`src/rtl/trk_pkg.sv`:
```
// Constants, register map and sequencer states of the transmit gating block.
// Assumes a 100 MHz pclk; all times are derived from its period.
package trk_pkg;

  // ****************************************************************
  // Timing
  // ****************************************************************
  localparam int unsigned CLK_PERIOD_NS = 10;
  localparam int unsigned MS_NS = 1000000;
  // One quiet-time unit is 1/64 second.
  localparam int unsigned Q64_NS = 15625000;
  localparam int unsigned SEC_NS = 1000000000;
  localparam int unsigned BAUD_FAST = 1200;
  localparam int unsigned BAUD_SLOW = 300;
  localparam int unsigned MS_CYC = MS_NS / CLK_PERIOD_NS;
  localparam int unsigned Q64_CYC = Q64_NS / CLK_PERIOD_NS;
  localparam int unsigned SEC_CYC = SEC_NS / CLK_PERIOD_NS;
  localparam int unsigned BAUD_FAST_CYC = SEC_CYC / BAUD_FAST;
  localparam int unsigned BAUD_SLOW_CYC = SEC_CYC / BAUD_SLOW;
  localparam logic [4:0] FIX_TIMEOUT_S = 5'h14;
  localparam logic [4:0] FIX_AGE_RST = 5'h15;

  // ****************************************************************
  // Register byte addresses
  // ****************************************************************
  localparam logic [7:0] ADDR_CTRL = 8'h00;
  localparam logic [7:0] ADDR_TIMING = 8'h04;
  localparam logic [7:0] ADDR_TXDLY = 8'h08;
  localparam logic [7:0] ADDR_SUPPLY = 8'h0c;
  localparam logic [7:0] ADDR_PROF0 = 8'h10;
  localparam logic [7:0] ADDR_PROF1 = 8'h14;
  localparam logic [7:0] ADDR_STATUS = 8'h18;

  // ****************************************************************
  // Field positions
  // ****************************************************************
  localparam int CB_CNT_EN = 0;
  localparam int CB_CNT_RST = 1;
  localparam int CB_PWR = 2;
  localparam int CB_LOWV = 3;
  localparam int CB_CDINV = 4;
  localparam int CB_SWDCD = 5;
  localparam int CB_PTTIN = 6;
  localparam int CB_TONE_MARK = 7;
  localparam int CB_TONE_SPACE = 8;
  localparam int CB_BAUD300 = 9;
  localparam int CB_EXTSQL = 10;
  localparam int CB_TX_GO = 11;
  localparam int CTRL_W = 11;
  localparam int TM_QUIET_LSB = 0;
  localparam int TM_DEBOUNCE_LSB = 8;
  localparam int TM_POWER_LSB = 16;
  localparam int PB_EN_LSB = 0;
  localparam int PB_OP_LSB = 4;
  localparam int PB_TXSW = 8;
  localparam int PB_ADC_THR_LSB = 16;
  localparam int PB_VOLT_THR_LSB = 24;
  localparam int C_ADC = 0;
  localparam int C_VOLT = 1;
  localparam int C_JMP = 2;
  localparam int C_FIX = 3;
  localparam int ST_PROFILE = 16;
  localparam int ST_BUSY = 17;
  localparam int ST_FIX = 18;
  localparam int ST_INHIBIT = 19;
  localparam int ST_PEND = 20;
  localparam int ST_SEQ_LSB = 24;

  // ****************************************************************
  // Reset values
  // ****************************************************************
  localparam logic [CTRL_W-1:0] CTRL_RST = 11'h000;
  localparam logic [7:0] QUIET_RST = 8'h00;
  localparam logic [7:0] DEBOUNCE_RST = 8'h00;
  localparam logic [7:0] POWER_RST = 8'h00;
  localparam logic [9:0] TXDLY_RST = 10'h000;
  localparam logic [7:0] LVMIN_RST = 8'h00;
  localparam logic [31:0] PROF_RST = 32'h0000_0000;
  // Synchronisers start at the idle pin levels, so no false edge follows
  // reset: {carrier, squelch, event_n, switch, mic_n}.
  localparam logic [4:0] SYNC_RST = 5'h05;

  typedef enum logic [4:0] {
    ST_IDLE = 5'b00001,
    ST_POWER = 5'b00010,
    ST_QUIET = 5'b00100,
    ST_KEY = 5'b01000,
    ST_SEND = 5'b10000
  } trk_seq_type;

endpackage

```
`src/rtl/trk_tick_if.sv`:
```
// Tick enables passed from the divider to the gating logic.
// Assumes both ends run on pclk.
interface trk_tick_if;
  logic tick_ms;
  logic tick_q64;
  logic tick_sec;
  logic tick_baud;
  logic baud_slow;
  modport gen (output tick_ms, output tick_q64, output tick_sec,
    output tick_baud, input baud_slow);
  modport use_side (input tick_ms, input tick_q64, input tick_sec,
    input tick_baud, output baud_slow);
endinterface

```
`src/rtl/trk_gate.sv`:
```
// Transmit gating, event counter and profile switching with an APB slave.
// Assumes pclk at 100 MHz; pin inputs are asynchronous, the demodulator,
// modem, ADC and position inputs are logic on pclk.
module trk_gate #(
  parameter int unsigned MS_CYCLES = trk_pkg::MS_CYC,
  parameter int unsigned Q64_CYCLES = trk_pkg::Q64_CYC,
  parameter int unsigned SEC_CYCLES = trk_pkg::SEC_CYC,
  parameter int unsigned BAUD_FAST_CYCLES = trk_pkg::BAUD_FAST_CYC,
  parameter int unsigned BAUD_SLOW_CYCLES = trk_pkg::BAUD_SLOW_CYC
) (
  input wire logic pclk,
  input wire logic presetn,
  input wire logic psel,
  input wire logic penable,
  input wire logic pwrite,
  input wire logic [7:0] paddr,
  input wire logic [31:0] pwdata,
  output logic [31:0] prdata,
  output logic pready,
  output logic pslverr,
  input wire logic carrier_in,
  input wire logic squelch_open_input,
  input wire logic event_n,
  input wire logic profile_switch,
  input wire logic mic_ptt_n,
  input wire logic carrier_detect_qualifier,
  input wire logic [7:0] supply_level,
  input wire logic [7:0] adc_level,
  input wire logic fix_pulse,
  input wire logic tx_request,
  input wire logic tx_done,
  output logic ptt_out,
  output logic power_relay,
  output logic data_start,
  output logic profile_sel,
  output logic profile_load,
  output logic tone_en,
  output logic tone_space
);
  import trk_pkg::*;

  typedef struct packed {
    logic [4:0] sync1;
    logic [4:0] sync2;
    logic [CTRL_W-1:0] ctrl;
    logic [7:0] quiet;
    logic [7:0] debounce;
    logic [7:0] power_s;
    logic [9:0] txdly;
    logic [7:0] lvmin;
    logic [31:0] prof0;
    logic [31:0] prof1;
    logic [15:0] count;
    logic [7:0] rearm;
    logic ev_last;
    logic mic_last;
    logic [7:0] quiet_cnt;
    logic [9:0] wait_cnt;
    logic pend;
    trk_seq_type seq;
    logic profile;
    logic [4:0] fix_age;
    logic ptt;
    logic relay;
    logic data_go;
    logic prof_load;
    logic tone_on;
    logic tone_sp;
    logic [31:0] rdata;
    logic ready;
    logic slverr;
  } trk_state_type;

  localparam trk_state_type STATE_RST = '{
    ctrl: CTRL_RST, quiet: QUIET_RST, debounce: DEBOUNCE_RST,
    power_s: POWER_RST, txdly: TXDLY_RST, lvmin: LVMIN_RST,
    prof0: PROF_RST, prof1: PROF_RST, seq: ST_IDLE,
    fix_age: FIX_AGE_RST, sync1: SYNC_RST, sync2: SYNC_RST, default: '0};

  trk_state_type q;
  trk_state_type d;
  trk_tick_if tif ();

  // ****************************************************************
  // Profile condition check
  // ****************************************************************
  function automatic logic cond_met(input logic [31:0] p,
                                    input logic [7:0] adc,
                                    input logic [7:0] volt,
                                    input logic sw_on,
                                    input logic fix_ok);
    logic [3:0] en;
    logic [3:0] op;
    logic [3:0] res;
    logic [7:0] athr;
    logic [7:0] vthr;
    en = p[PB_EN_LSB +: 4];
    op = p[PB_OP_LSB +: 4];
    athr = p[PB_ADC_THR_LSB +: 8];
    vthr = p[PB_VOLT_THR_LSB +: 8];
    res[C_ADC] = op[C_ADC] ? (adc > athr) : (adc <= athr);
    res[C_VOLT] = op[C_VOLT] ? (volt > vthr) : (volt <= vthr);
    res[C_JMP] = (sw_on == op[C_JMP]);
    res[C_FIX] = (fix_ok == op[C_FIX]);
    return (en != 4'h0) && ((res | ~en) == 4'hf);
  endfunction

  trk_tick_div #(
    .MS_CYCLES(MS_CYCLES),
    .Q64_CYCLES(Q64_CYCLES),
    .SEC_CYCLES(SEC_CYCLES),
    .BAUD_FAST_CYCLES(BAUD_FAST_CYCLES),
    .BAUD_SLOW_CYCLES(BAUD_SLOW_CYCLES)
  ) u_div (
    .pclk(pclk),
    .presetn(presetn),
    .tif(tif.gen)
  );

  assign tif.baud_slow = q.ctrl[CB_BAUD300];

  // ****************************************************************
  // Next state
  // ****************************************************************
  logic cd_s;
  logic sq_s;
  logic ev_s_n;
  logic sw_s;
  logic mic_s_n;
  logic sw_used;
  logic cnt_active;
  logic carrier;
  logic busy;
  logic inhibit;
  logic fix_ok;
  logic quiet_ok;
  logic ev_edge;
  logic ev_take;
  logic mic_on;
  logic mic_rel;
  logic sw_go;
  logic req;
  logic taken;
  logic prof_tx;
  logic [15:0] cnt_base;
  logic [31:0] other;
  logic setup;
  logic wr;

  always_comb begin
    d = q;
    d.sync1 = {carrier_in, squelch_open_input, event_n, profile_switch,
               mic_ptt_n};
    d.sync2 = q.sync1;
    {cd_s, sq_s, ev_s_n, sw_s, mic_s_n} = q.sync2;
    d.data_go = 1'b0;
    d.prof_load = 1'b0;
    taken = 1'b0;
    prof_tx = 1'b0;
    setup = psel & ~penable;
    wr = psel & penable & pwrite;
    sw_go = wr & (paddr == ADDR_CTRL) & pwdata[CB_TX_GO];

    // Channel state and inhibit.
    sw_used = q.prof0[PB_EN_LSB + C_JMP] | q.prof1[PB_EN_LSB + C_JMP];
    cnt_active = q.ctrl[CB_CNT_EN] & ~sw_used;
    carrier = q.ctrl[CB_EXTSQL] ? sq_s : (cd_s ^ q.ctrl[CB_CDINV]);
    busy = q.ctrl[CB_SWDCD] ? carrier_detect_qualifier : carrier;
    inhibit = q.ctrl[CB_LOWV] & (supply_level < q.lvmin);
    fix_ok = (q.fix_age <= FIX_TIMEOUT_S);
    if (busy) begin
      d.quiet_cnt = 8'h00;
    end else if (tif.tick_q64 && q.quiet_cnt != 8'hff) begin
      d.quiet_cnt = q.quiet_cnt + 8'h01;
    end
    quiet_ok = ~busy & (q.quiet_cnt >= q.quiet);

    // Position age in seconds, saturating just past the limit.
    if (fix_pulse) begin
      d.fix_age = 5'h00;
    end else if (tif.tick_sec && q.fix_age != FIX_AGE_RST) begin
      d.fix_age = q.fix_age + 5'h01;
    end

    // Event input: grounded means active.
    ev_edge = ~ev_s_n & ~q.ev_last;
    d.ev_last = ~ev_s_n;
    if (q.rearm != 8'h00 && tif.tick_ms) begin
      d.rearm = q.rearm - 8'h01;
    end
    ev_take = ev_edge & (q.rearm == 8'h00);
    mic_on = ~mic_s_n;
    mic_rel = q.mic_last & ~mic_on;
    d.mic_last = mic_on;

    // Once-per-second profile evaluation.
    other = q.profile ? q.prof0 : q.prof1;
    if (tif.tick_sec &&
        cond_met(other, adc_level, supply_level, sw_s, fix_ok)) begin
      d.profile = ~q.profile;
      d.prof_load = 1'b1;
      prof_tx = other[PB_TXSW];
    end

    req = tx_request | sw_go | prof_tx | (q.ctrl[CB_PTTIN] & mic_rel) |
          (ev_take & ~q.ctrl[CB_CNT_EN] & ~sw_used);

    // Transmit sequencer.
    cnt_base = q.count;
    unique case (q.seq)
      ST_IDLE: begin
        if (q.pend && !inhibit) begin
          taken = 1'b1;
          if (q.ctrl[CB_PWR]) begin
            d.relay = 1'b1;
            d.wait_cnt = {2'b00, q.power_s};
            d.seq = ST_POWER;
          end else begin
            d.seq = ST_QUIET;
          end
        end
      end
      ST_POWER: begin
        if (q.wait_cnt == 10'h000) begin
          d.seq = ST_QUIET;
        end else if (tif.tick_sec) begin
          d.wait_cnt = q.wait_cnt - 10'h001;
        end
      end
      ST_QUIET: begin
        if (quiet_ok && !(q.ctrl[CB_PTTIN] && mic_on)) begin
          d.ptt = 1'b1;
          d.wait_cnt = q.txdly;
          d.seq = ST_KEY;
        end
      end
      ST_KEY: begin
        if (q.wait_cnt == 10'h000) begin
          d.data_go = 1'b1;
          d.seq = ST_SEND;
        end else if (tif.tick_ms) begin
          d.wait_cnt = q.wait_cnt - 10'h001;
        end
      end
      ST_SEND: begin
        if (tx_done) begin
          d.ptt = 1'b0;
          d.relay = 1'b0;
          d.seq = ST_IDLE;
          if (q.ctrl[CB_CNT_RST]) begin
            cnt_base = 16'h0000;
          end
        end
      end
      default: begin
        d.seq = ST_IDLE;
      end
    endcase
    if (inhibit && q.seq != ST_IDLE) begin
      d.ptt = 1'b0;
      d.relay = 1'b0;
      d.data_go = 1'b0;
      d.seq = ST_IDLE;
      taken = 1'b0;
      req = 1'b1;
    end
    d.pend = (q.pend & ~taken) | req;

    // Counter: a new event after a clear still counts.
    d.count = cnt_base;
    if (ev_take && cnt_active) begin
      d.count = cnt_base + 16'h0001;
      d.rearm = q.debounce;
    end

    // Diagnostic tones.
    unique case ({q.ctrl[CB_TONE_SPACE], q.ctrl[CB_TONE_MARK]})
      2'b11: begin
        d.tone_on = 1'b1;
        if (tif.tick_baud) begin
          d.tone_sp = ~q.tone_sp;
        end
      end
      2'b01: begin
        d.tone_on = 1'b1;
        d.tone_sp = 1'b0;
      end
      2'b10: begin
        d.tone_on = 1'b1;
        d.tone_sp = 1'b1;
      end
      2'b00: begin
        d.tone_on = 1'b0;
        d.tone_sp = 1'b0;
      end
    endcase

    // APB writes take effect in the access phase.
    if (wr) begin
      unique case (paddr)
        ADDR_CTRL: d.ctrl = pwdata[CTRL_W-1:0];
        ADDR_TIMING: begin
          d.quiet = pwdata[TM_QUIET_LSB +: 8];
          d.debounce = pwdata[TM_DEBOUNCE_LSB +: 8];
          d.power_s = pwdata[TM_POWER_LSB +: 8];
        end
        ADDR_TXDLY: d.txdly = pwdata[9:0];
        ADDR_SUPPLY: d.lvmin = pwdata[7:0];
        ADDR_PROF0: d.prof0 = pwdata;
        ADDR_PROF1: d.prof1 = pwdata;
        default: begin
        end
      endcase
    end

    // APB read data is captured in setup, so there are no wait states.
    d.ready = 1'b1;
    if (setup) begin
      d.slverr = 1'b0;
      d.rdata = 32'h0000_0000;
      unique case (paddr)
        ADDR_CTRL: d.rdata[CTRL_W-1:0] = q.ctrl;
        ADDR_TIMING: begin
          d.rdata[TM_QUIET_LSB +: 8] = q.quiet;
          d.rdata[TM_DEBOUNCE_LSB +: 8] = q.debounce;
          d.rdata[TM_POWER_LSB +: 8] = q.power_s;
        end
        ADDR_TXDLY: d.rdata[9:0] = q.txdly;
        ADDR_SUPPLY: d.rdata[7:0] = q.lvmin;
        ADDR_PROF0: d.rdata = q.prof0;
        ADDR_PROF1: d.rdata = q.prof1;
        ADDR_STATUS: begin
          d.rdata[15:0] = q.count;
          d.rdata[ST_PROFILE] = q.profile;
          d.rdata[ST_BUSY] = busy;
          d.rdata[ST_FIX] = fix_ok;
          d.rdata[ST_INHIBIT] = inhibit;
          d.rdata[ST_PEND] = q.pend;
          d.rdata[ST_SEQ_LSB +: 5] = q.seq;
        end
        default: d.slverr = 1'b1;
      endcase
    end
  end

  always_ff @(posedge pclk or negedge presetn) begin
    if (!presetn) begin
      q <= STATE_RST;
    end else begin
      q <= d;
    end
  end

  assign prdata = q.rdata;
  assign pready = q.ready;
  assign pslverr = q.slverr;
  assign ptt_out = q.ptt;
  assign power_relay = q.relay;
  assign data_start = q.data_go;
  assign profile_sel = q.profile;
  assign profile_load = q.prof_load;
  assign tone_en = q.tone_on;
  assign tone_space = q.tone_sp;
endmodule

```
`src/rtl/trk_tick_div.sv`:
```
// Divider that makes one-cycle enables for ms, 1/64 s, s and baud rate.
// Assumes pclk and the asynchronous active-low presetn of the block.
module trk_tick_div #(
  parameter int unsigned MS_CYCLES = trk_pkg::MS_CYC,
  parameter int unsigned Q64_CYCLES = trk_pkg::Q64_CYC,
  parameter int unsigned SEC_CYCLES = trk_pkg::SEC_CYC,
  parameter int unsigned BAUD_FAST_CYCLES = trk_pkg::BAUD_FAST_CYC,
  parameter int unsigned BAUD_SLOW_CYCLES = trk_pkg::BAUD_SLOW_CYC
) (
  input wire logic pclk,
  input wire logic presetn,
  trk_tick_if.gen tif
);
  import trk_pkg::*;

  typedef struct packed {
    logic [31:0] ms;
    logic [31:0] q64;
    logic [31:0] sec;
    logic [31:0] baud;
    logic [3:0] ticks;
  } trk_div_type;

  trk_div_type q;
  trk_div_type d;
  logic [31:0] baud_end;

  always_comb begin
    d = q;
    baud_end = tif.baud_slow ? 32'(BAUD_SLOW_CYCLES - 1)
                             : 32'(BAUD_FAST_CYCLES - 1);
    d.ticks[0] = (q.ms == 32'(MS_CYCLES - 1));
    d.ticks[1] = (q.q64 == 32'(Q64_CYCLES - 1));
    d.ticks[2] = (q.sec == 32'(SEC_CYCLES - 1));
    d.ticks[3] = (q.baud >= baud_end);
    d.ms = d.ticks[0] ? 32'h0 : q.ms + 32'h1;
    d.q64 = d.ticks[1] ? 32'h0 : q.q64 + 32'h1;
    d.sec = d.ticks[2] ? 32'h0 : q.sec + 32'h1;
    d.baud = d.ticks[3] ? 32'h0 : q.baud + 32'h1;
  end

  always_ff @(posedge pclk or negedge presetn) begin
    if (!presetn) begin
      q <= '0;
    end else begin
      q <= d;
    end
  end

  assign tif.tick_ms = q.ticks[0];
  assign tif.tick_q64 = q.ticks[1];
  assign tif.tick_sec = q.ticks[2];
  assign tif.tick_baud = q.ticks[3];
endmodule

```
`config.mk`:
```
export PLATFORM = sky130hd
export DESIGN_NAME = trk_gate
export DESIGN_NICKNAME = d
export VERILOG_FILES = /design/src/rtl/trk_pkg.sv /design/src/rtl/trk_tick_if.sv /design/src/rtl/trk_gate.sv /design/src/rtl/trk_tick_div.sv
export SDC_FILE = /design/constraint.sdc
export NUM_CORES = 1
export LEC_CHECK = 0
export ABC_AREA = 1
export BUFFER_PORTS_ARGS = -buffer_cell sky130_fd_sc_hd__buf_2
export CAP_MARGIN = 5
export CORE_MARGIN = 4
export CORE_UTILIZATION = 39
export DETAILED_ROUTE_END_ITERATION = 12
export SLEW_MARGIN = 20
export SYNTH_ARGS = -nofsm -noshare
export SYNTH_HDL_FRONTEND = slang
export SYNTH_SLANG_ARGS = --single-unit
```
`constraint.sdc`:
```
create_clock -name pclk -period 5.5 [get_ports pclk]
set_input_delay 0.275 -clock pclk [delete_from_list [all_inputs] [get_ports pclk]]
set_output_delay 0.275 -clock pclk [all_outputs]
set_load 0.005 [all_outputs]
```
==> results of run 1 <==
## metrics by stage
stage / hold slack (ns) / utilization
final: 0.01140 / 0.4548
after global routing: 0.02653 / 0.4547
after CTS: 0.000002331 / 0.4545
after detailed placement: 0.3457 / 0.4183
after global placement: 0.3428 / 0.4183
after floorplan: -0.02059 / -
## layer usage
layer	vias to the layer above	part of all wire	GRT usage
li1	8070	-	-
met1	7708	0.45	0.2595
met2	414	0.46	0.3232
met3	92	0.053	0.03454
met4	4	0.035	0.07322
met5	-	0.00062	0
## kinds of logic after synthesis
group	Yosys count	share of synthesized area
AOI/OAI and AO/OA	292	0.08294
adders and majority gates	51	0.03333
muxes	9	0.004706
xor gates and xnor gates	96	0.04392
and+or+nand+nor	1210	0.2784
buffers and inverters	420	0.09176
DFF	355	0.4645
other	2	0.0003923
## final cells by class
type | count | area, µm²
fillers | 4772 | 26250
flip-flops and latches | 355 | 8894
multi-input cells | 1671 | 8556
inverters | 332 | 1246
clock buffers | 56 | 1184
repair buffers | 154 | 993.5
well taps | 656 | 820.8
clock inverters | 15 | 197.7
diodes | 2 | 5.005
## repair_timing
| action | in CTS | in global routing |
|---|---|---|
| hold buffers | 36 | 0 |
| resized for setup | 0 | 0 |
| hold endpoints to repair | 140 | 0 |
## worst paths after layout
| kind | start | end | slack (ns) | depth (start not counted) |
|---|---|---|---|---|
| worst min register to register | d[213] | mic_s_n | 0.34 | 0 |
| max in group asynchronous | presetn | q[122] | 3.81 | 3 |
| min in group asynchronous | presetn | u_div.q[4] | 0.34 | 2 |
| worst max-delay path | q[72] | q[78] | 2.94 | 11 |
| worst min-delay path | pwdata[6] | q[208] | 0.01 | 3 |
| worst max register to register | q[72] | q[78] | 2.94 | 11 |
## registers in the layout, summed over array words and instances, names as in the netlist, 5 cells and up
| name | count |
|---|---|
| d | 5 |
| u_div.q | 128 |
| q | 174 |
| prdata | 32 |
## cell usage in the layout, fill, tap and decap left out, types with 13 or more instances in the layout
cell,netlist,routed
clkbuf_16,0,42
dlygate4sd3_1,0,36
buf_2,24,109
xnor2_1,27,27
nand4_1,78,78
a21oi_1,59,59
inv_1,319,319
nor3_2,13,13
nand3_1,105,105
dfrtp_1,347,347
o21ai_0,107,107
inv_2,13,13
nor2_1,216,213
conb_1,2,13
xor2_1,69,69
ha_1,51,51
o21ai_1,74,74
nor4_1,30,30
nand2_1,653,652
nor3_1,68,68
## worst register-to-register path, cell delays in order, from the launching register on
cell and delay, ns:
dfrtp_1 0.36, inv_1 0.11, ha_1 0.20, nand3_1 0.13
nor2_2 0.13, nand2_1 0.08, nor2_2 0.15, nand4_1 0.55
nand2_1 0.38, inv_2 0.11, o21ai_0 0.15, nand3_1 0.09
## power groups by stage
stage          sequential (mW)  combinational, mW  clock (mW)
6_report                  2.81               1.02        2.81
2_1_floorplan             2.83              0.726           0
3_5_place_dp              2.86              0.998           0
3_3_place_gp              2.85              0.974           0
4_1_cts                   2.81               1.02        2.89
5_1_grt                   2.83               1.16        2.99
==> impl_metrics.csv, run 1 <==
group,metric,value,unit
outcome,status,"completed",
sta,fin_crit_sh,0.4657,
drt,drcViolationCount,0,
synth,netlist_instances,2435,
grt,grt_usage,0.1962,
clock_network,ctsHtreeMaxLevel,2,
sta,grt_setup_unrepaired,"false",
synth,synth_top_area_cell,"dfrtp_1",
floorplanning,initial_core_util,0.3976,
synth,synth_top_cells_by_area,"dfrtp_1 (45%), nand2_1 (13%), inv_1 (6.3%), nor2_1 (4.2%), ha_1 (3.3%)",
critical_path,path_buf_inv,2,
final_layout,drive_above_1_share,0.09911,
placement,portBuffers,110,
power_and_ir_drop,finalPower,6.639,mW
critical_path,cp_slowest_stage_delay,0.55,ns
power_and_ir_drop,p_sw,1.890,mW
synth,yosysTopAreaCellShare,0.4536,
sta,slew_headroom,0.3885,
placement,pre_cts_ws,2.556,ns
job,cap_violations,0,
sta,tightest_slew,0.9140,ns
final_layout,areaGrowthSynthToFinish,14.37,%
critical_path,endpoint_kind,"flip-flop",
sta,setup-tns-final,0,ns
synth,synth_cell_type_count,49,
final_layout,finalInstanceArea,0.02190,mm²
clock_network,cts_buffers,41,
critical_path,crit_arrival,3.00,ns
clock_network,cts_buffer_depth,3,
critical_path,cpMaxStageDelayCell,"nand4_1",
critical_path,cp_top_family,"simple AND/OR/NAND/NOR gates",
synth,ys_ff_latch,355,
synth,synth-seq-area-share,0.4645,
grt,grt_pass1_wl,84900,µm
floorplanning,core-area,0.04815,mm²
sta,finalClockSkew,0.01310,ns
synth,yosysMostFrequentCell,"nand2_1",
power_and_ir_drop,seq_power_share,0.424,
synth,synth_common_cells,"nand2_1 (653), dfrtp_1 (347), inv_1 (319)",
floorplanning,placementRows,80,
synth,synth_edf_count,0,
clock_network,clkTransAtPathRegs,0.06,ns
synth,avgSynthCellArea,7.862,µm²
power_and_ir_drop,p_comb_frac,0.153,
sta,min_period,2.562,ns
power_and_ir_drop,power_switching_share,0.2847,
critical_path,worstPathRequired,5.94,ns
placement,routabilityCongestion,0.8784,
drt,wl_per_cell,16.01,µm
placement,hpwl,37780,µm
power_and_ir_drop,powerDensity,303.2,mW/mm²
sta,setup_ws,2.938,ns
power_and_ir_drop,peakVddDrop,0.0001803,V
clock_network,cts_root_buf,"clkbuf_16",
placement,placed_cells,3132,
grt,grt_pass1_vias,16080,
sta,finalMaxSlewViolations,0,
drt,dr.pass1.iters,5,
grt,grt_max_degree,143,
drt,viasPerCell,5.026,
clock_network,cts_tree,"yes",
drt,drtIter0Drc,1162,
synth,syn-cell-area,0.01914,mm²
critical_path,critPathMaxFanout,12,
floorplanning,die_area,0.05270,mm²
synth,synthFlopType,"dfrtp_1",
placement,placed_cell_area,0.02014,mm²
critical_path,crit_chain,"inv_1 -> ha_1 -> nand3_1 -> nor2_2 -> nand2_1 -> nor2_2 -> nand4_1 -> nand2_1 -> inv_2 -> o21ai_0 -> nand3_1",
power_and_ir_drop,power.internal,4.748,mW
final_layout,fin_cells,3241,
sta,finalSetupViolations,0,
clock_network,cts_sinks,355,
synth,async_reset_ff_frac,1.000,
final_layout,finalNetCount,2676,
power_and_ir_drop,power_frac_clock,0.423,
critical_path,crit_type,"reg -> reg",
floorplanning,io_pins,111,
drt,wl,51880,µm
grt,grt_overflow,0,
critical_path,crit_path_start_kind,"flip-flop",
grt,antenna_found_initial,4,
power_and_ir_drop,total_leakage_power,10.49,nW
clock_network,post_cts_buffers,0,
synth,synth_warnings,0,
sta,max_freq,390.4,MHz
sta,finalHoldViolations,0,
floorplanning,die_w,229.6,µm
worst_hold_path,hold_path.class,"in -> reg",
floorplanning,fp.dieH,229.6,µm
drt,final_antenna_net_count,0,
clock_network,clock_latency,0.56,ns
drt,vias,16290,
(Power assumes the default switching activity.)
==> run 2, diff against run 1 <==
Settings changed: ABC_AREA 1 to 0.
Clock period 5.5 ns to 2.5 ns, I/O delays scaled along.
==> run 2 against run 1 <==
  * Non-clock buffer count is 71 higher
  * Count of clock-buffer cells in the layout up 2
  * Synthesized cell count decreased by 35%
  * Combinational power grew 86%
  * Synthesized area decreased by 9.1%
  * First-iteration DRC count shrank 13%
  * Clock skew rose by 0.016 ns
  * Fmax down 2.9%
  * Cell area down 4.4%
  * Wire length down 14%
  * The flow now finishes with violations (negative setup slack)
  * Via count decreased by 22%
  * Die area decreased by 8.8%
==> impl_metrics.csv, run 2 <==
group,metric,value,unit
clock_network,cts_buffer_depth,3,
placement,placed_cells,2272,
floorplanning,initial_core_util,0.3944,
synth,yosysTopAreaCellShare,0.4990,
floorplanning,placementRows,77,
critical_path,crit_path_start_kind,"flip-flop",
final_layout,fill_cells,4080,
sta,whs,0.05484,ns
power_and_ir_drop,finalPower,14.67,mW
clock_network,cts_root_buf,"clkbuf_16",
synth,avgSynthCellArea,11.06,µm²
drt,dr.pass1.iters,7,
outcome,violations,"negative setup slack",
drt,wl_met2,19760,µm
critical_path,endpoint_kind,"flip-flop",
sta,grt_setup_unrepaired,"true",
sta,min_period,2.638,ns
synth,syn-cell-area,0.01740,mm²
power_and_ir_drop,seq_power_share,0.420,
final_layout,largest_reg_flops,174,
synth,synth_common_cells,"dfrtp_1 (347), nor2_1 (162), mux2_2 (122)",
sta,fin_crit_sh,1.055,
synth,synth_warnings,0,
clock_network,cts_sinks,355,
final_layout,areaGrowthSynthToFinish,20.31,%
grt,grt_max_degree,92,
floorplanning,io_pins,111,
power_and_ir_drop,p_comb_frac,0.130,
clock_network,ctsHtreeMaxLevel,2,
clock_network,cts_tree,"yes",
final_layout,finalNetCount,1894,
floorplanning,die_w,219.2,µm
floorplanning,die_area,0.04806,mm²
grt,antenna_found_initial,3,
synth,synth-seq-area-share,0.5111,
drt,route.top_layer_used,"met5",
grt,grt_overflow,0,
sta,tightest_slew,0.7791,ns
synth,netlist_instances,1573,
outcome,status,"complete, but fails checks",
floorplanning,core-area,0.04412,mm²
clock_network,clock_latency,0.56,ns
sta,finalHoldViolations,0,
grt,grt_pass1_vias,12850,
power_and_ir_drop,p_sw,3.726,mW
power_and_ir_drop,total_leakage_power,9.726,nW
drt,drcViolationCount,0,
final_layout,layout_commonest_cell,"dfrtp_1",
sta,slew_headroom,0.4806,
final_layout,largest-register,"q",
sta,finalSetupViolations,2,
synth,synth_top_area_cell,"dfrtp_1",
power_and_ir_drop,peakVddDrop,0.0004225,V
drt,wl,44720,µm
power_and_ir_drop,powerDensity,700.8,mW/mm²
clock_network,clkTransAtPathRegs,0.06,ns
final_layout,drive_above_1_share,0.2378,
final_layout,mostFrequentLayoutCells,"dfrtp_1 (347), nor2_1 (161), mux2_2 (122)",
grt,grt_pass1_wl,70960,µm
drt,drtIter0Drc,1006,
final_layout,fin_util,0.4745,
critical_path,worstPathRequired,2.93,ns
synth,synth_cell_type_count,85,
sta,setup_ws,-0.1379,ns
drt,vias,12750,
drt,wirelength_met1,20540,µm
synth,synth_top_cells_by_area,"dfrtp_1 (50%), mux2_2 (7.9%), xor2_1 (3.8%), ha_1 (3.7%), nor2_1 (3.5%)",
critical_path,path_common_cell,"a211oi_2",
synth,synthFlopType,"dfrtp_1",
clock_network,cts_buffers,42,
sta,setup-tns-final,-0.2544,ns
placement,hpwl,32280,µm
drt,final_antenna_net_count,0,
power_and_ir_drop,power.internal,10.95,mW
sta,finalMaxSlewViolations,0,
synth,ys_ff_latch,355,
grt,grt_usage,0.1861,
synth,async_reset_ff_frac,1.000,
critical_path,cpMaxStageDelayCell,"dfrtp_1",
power_and_ir_drop,power_frac_clock,0.451,
drt,viasPerCell,5.319,
synth,yosysMostFrequentCell,"dfrtp_1",
critical_path,crit_type,"reg -> reg",
placement,portBuffers,110,
worst_hold_path,hold_path.class,"in -> reg",
drt,wl_per_cell,18.65,µm
power_and_ir_drop,power_switching_share,0.2539,
critical_path,crit_arrival,3.07,ns
drt,wl_met3,2664,µm
floorplanning,fp.dieH,219.2,µm
placement,routabilityCongestion,0.8781,
critical_path,cp_slowest_stage_delay,0.40,ns
final_layout,fin_cells,2398,
job,cap_violations,0,
sta,finalClockSkew,0.02917,ns
critical_path,critPathMaxFanout,11,
critical_path,crit_chain,"buf_12 -> mux2i_2 -> ha_1 -> and4b_1 -> a211oi_2 -> o22ai_4 -> xnor2_2 -> o32ai_2 -> a211oi_2 -> buf_4 -> xor2_1",
sta,max_freq,379.1,MHz
synth,synth_edf_count,0,
run 2: cell count changes after synthesis, moves of 38 or more:
cell,delta
nand2_1,-536
inv_1,-274
mux2_2,+122
o21ai_0,-77
o21ai_1,-72
nor2_1,-54
nor3_1,-52
nand3_1,-48
nand4_1,-38
run 2: critical path: cells and delay by family, from the launching register on:
kind | cells | cell delay (ns)
flops | 1 | 0.40
compound gates | 4 | 0.78
simple gates | 1 | 0.22
fa+ha+maj | 1 | 0.28
buf+inv | 2 | 0.31
xor+xnor | 2 | 0.29
mux | 1 | 0.23
run 2: cell type report:
| class | instances | area [µm²] | area share |
|---|---|---|---|
| diodes | 2 | 5.005 | 0.0002390 |
| clock buffers | 58 | 1212 | 0.05791 |
| clock inverters | 17 | 291.5 | 0.01392 |
| inverters | 45 | 168.9 | 0.008068 |
| multi-input cells | 1104 | 7990 | 0.3816 |
| flip-flops and latches | 355 | 8894 | 0.4248 |
| well taps | 592 | 740.7 | 0.03538 |
| repair buffers | 225 | 1634 | 0.07805 |
run 2: kinds of logic after synthesis:
kind of cell    after synthesis  synth area share
fa+ha+maj                    52           0.03724
xor+xnor                    140           0.07154
mux                         157           0.09937
compound gates              213           0.08729
simple gates                529            0.1567
buf+inv                     125           0.03638
flops                       355            0.5111
other cells                   2         0.0004316
run 2: path summary, 6_finish.rpt:
path,startpoint,to,slack (ns),depth (start not counted)
min,tx_request,q[51],0.05,4
max,profile_sel,profile_sel,-0.14,11
min in group asynchronous,presetn,prdata[28],0.18,2
max in group asynchronous,presetn,q[44],1.45,3
max reg2reg,profile_sel,profile_sel,-0.14,11
min reg2reg,d[216],q[216],0.34,0
run 2: power by group through the flow:
stage / Sequential (mW) / Clock, mW / Combinational [mW]
2_1_floorplan: 6.17 / 0 / 1.20
3_3_place_gp: 6.25 / 0 / 1.78
3_5_place_dp: 6.25 / 0 / 1.81
4_1_cts: 6.15 / 6.81 / 1.88
5_1_grt: 6.18 / 7.04 / 2.09
6_report: 6.16 / 6.61 / 1.90
run 2: timing repair:
action                                  in CTS  in global routing
pin swaps                                    2                  5
hold buffers                                44                  0
endpoints found under the hold margin      207                  0
gates resized for setup                      2                 11
buffers inserted                             0                  5
endpoints found under the setup margin       3                  4
run 2: through the flow:
stage	area [µm²]	setup WS, ns
after floorplan	17470	-0.07938
after global placement	18880	-0.05755
after detailed placement	18880	-0.1651
after CTS	20830	-0.1318
after global routing	20930	-0.2533
final	20940	-0.1379
run 2: routing by layer:
layer / global-route usage / vias to the layer above
met5: 0 / -
met4: 0.07668 / 4
met3: 0.03628 / 90
met2: 0.2825 / 320
met1: 0.2620 / 6368
li1: - / 5972
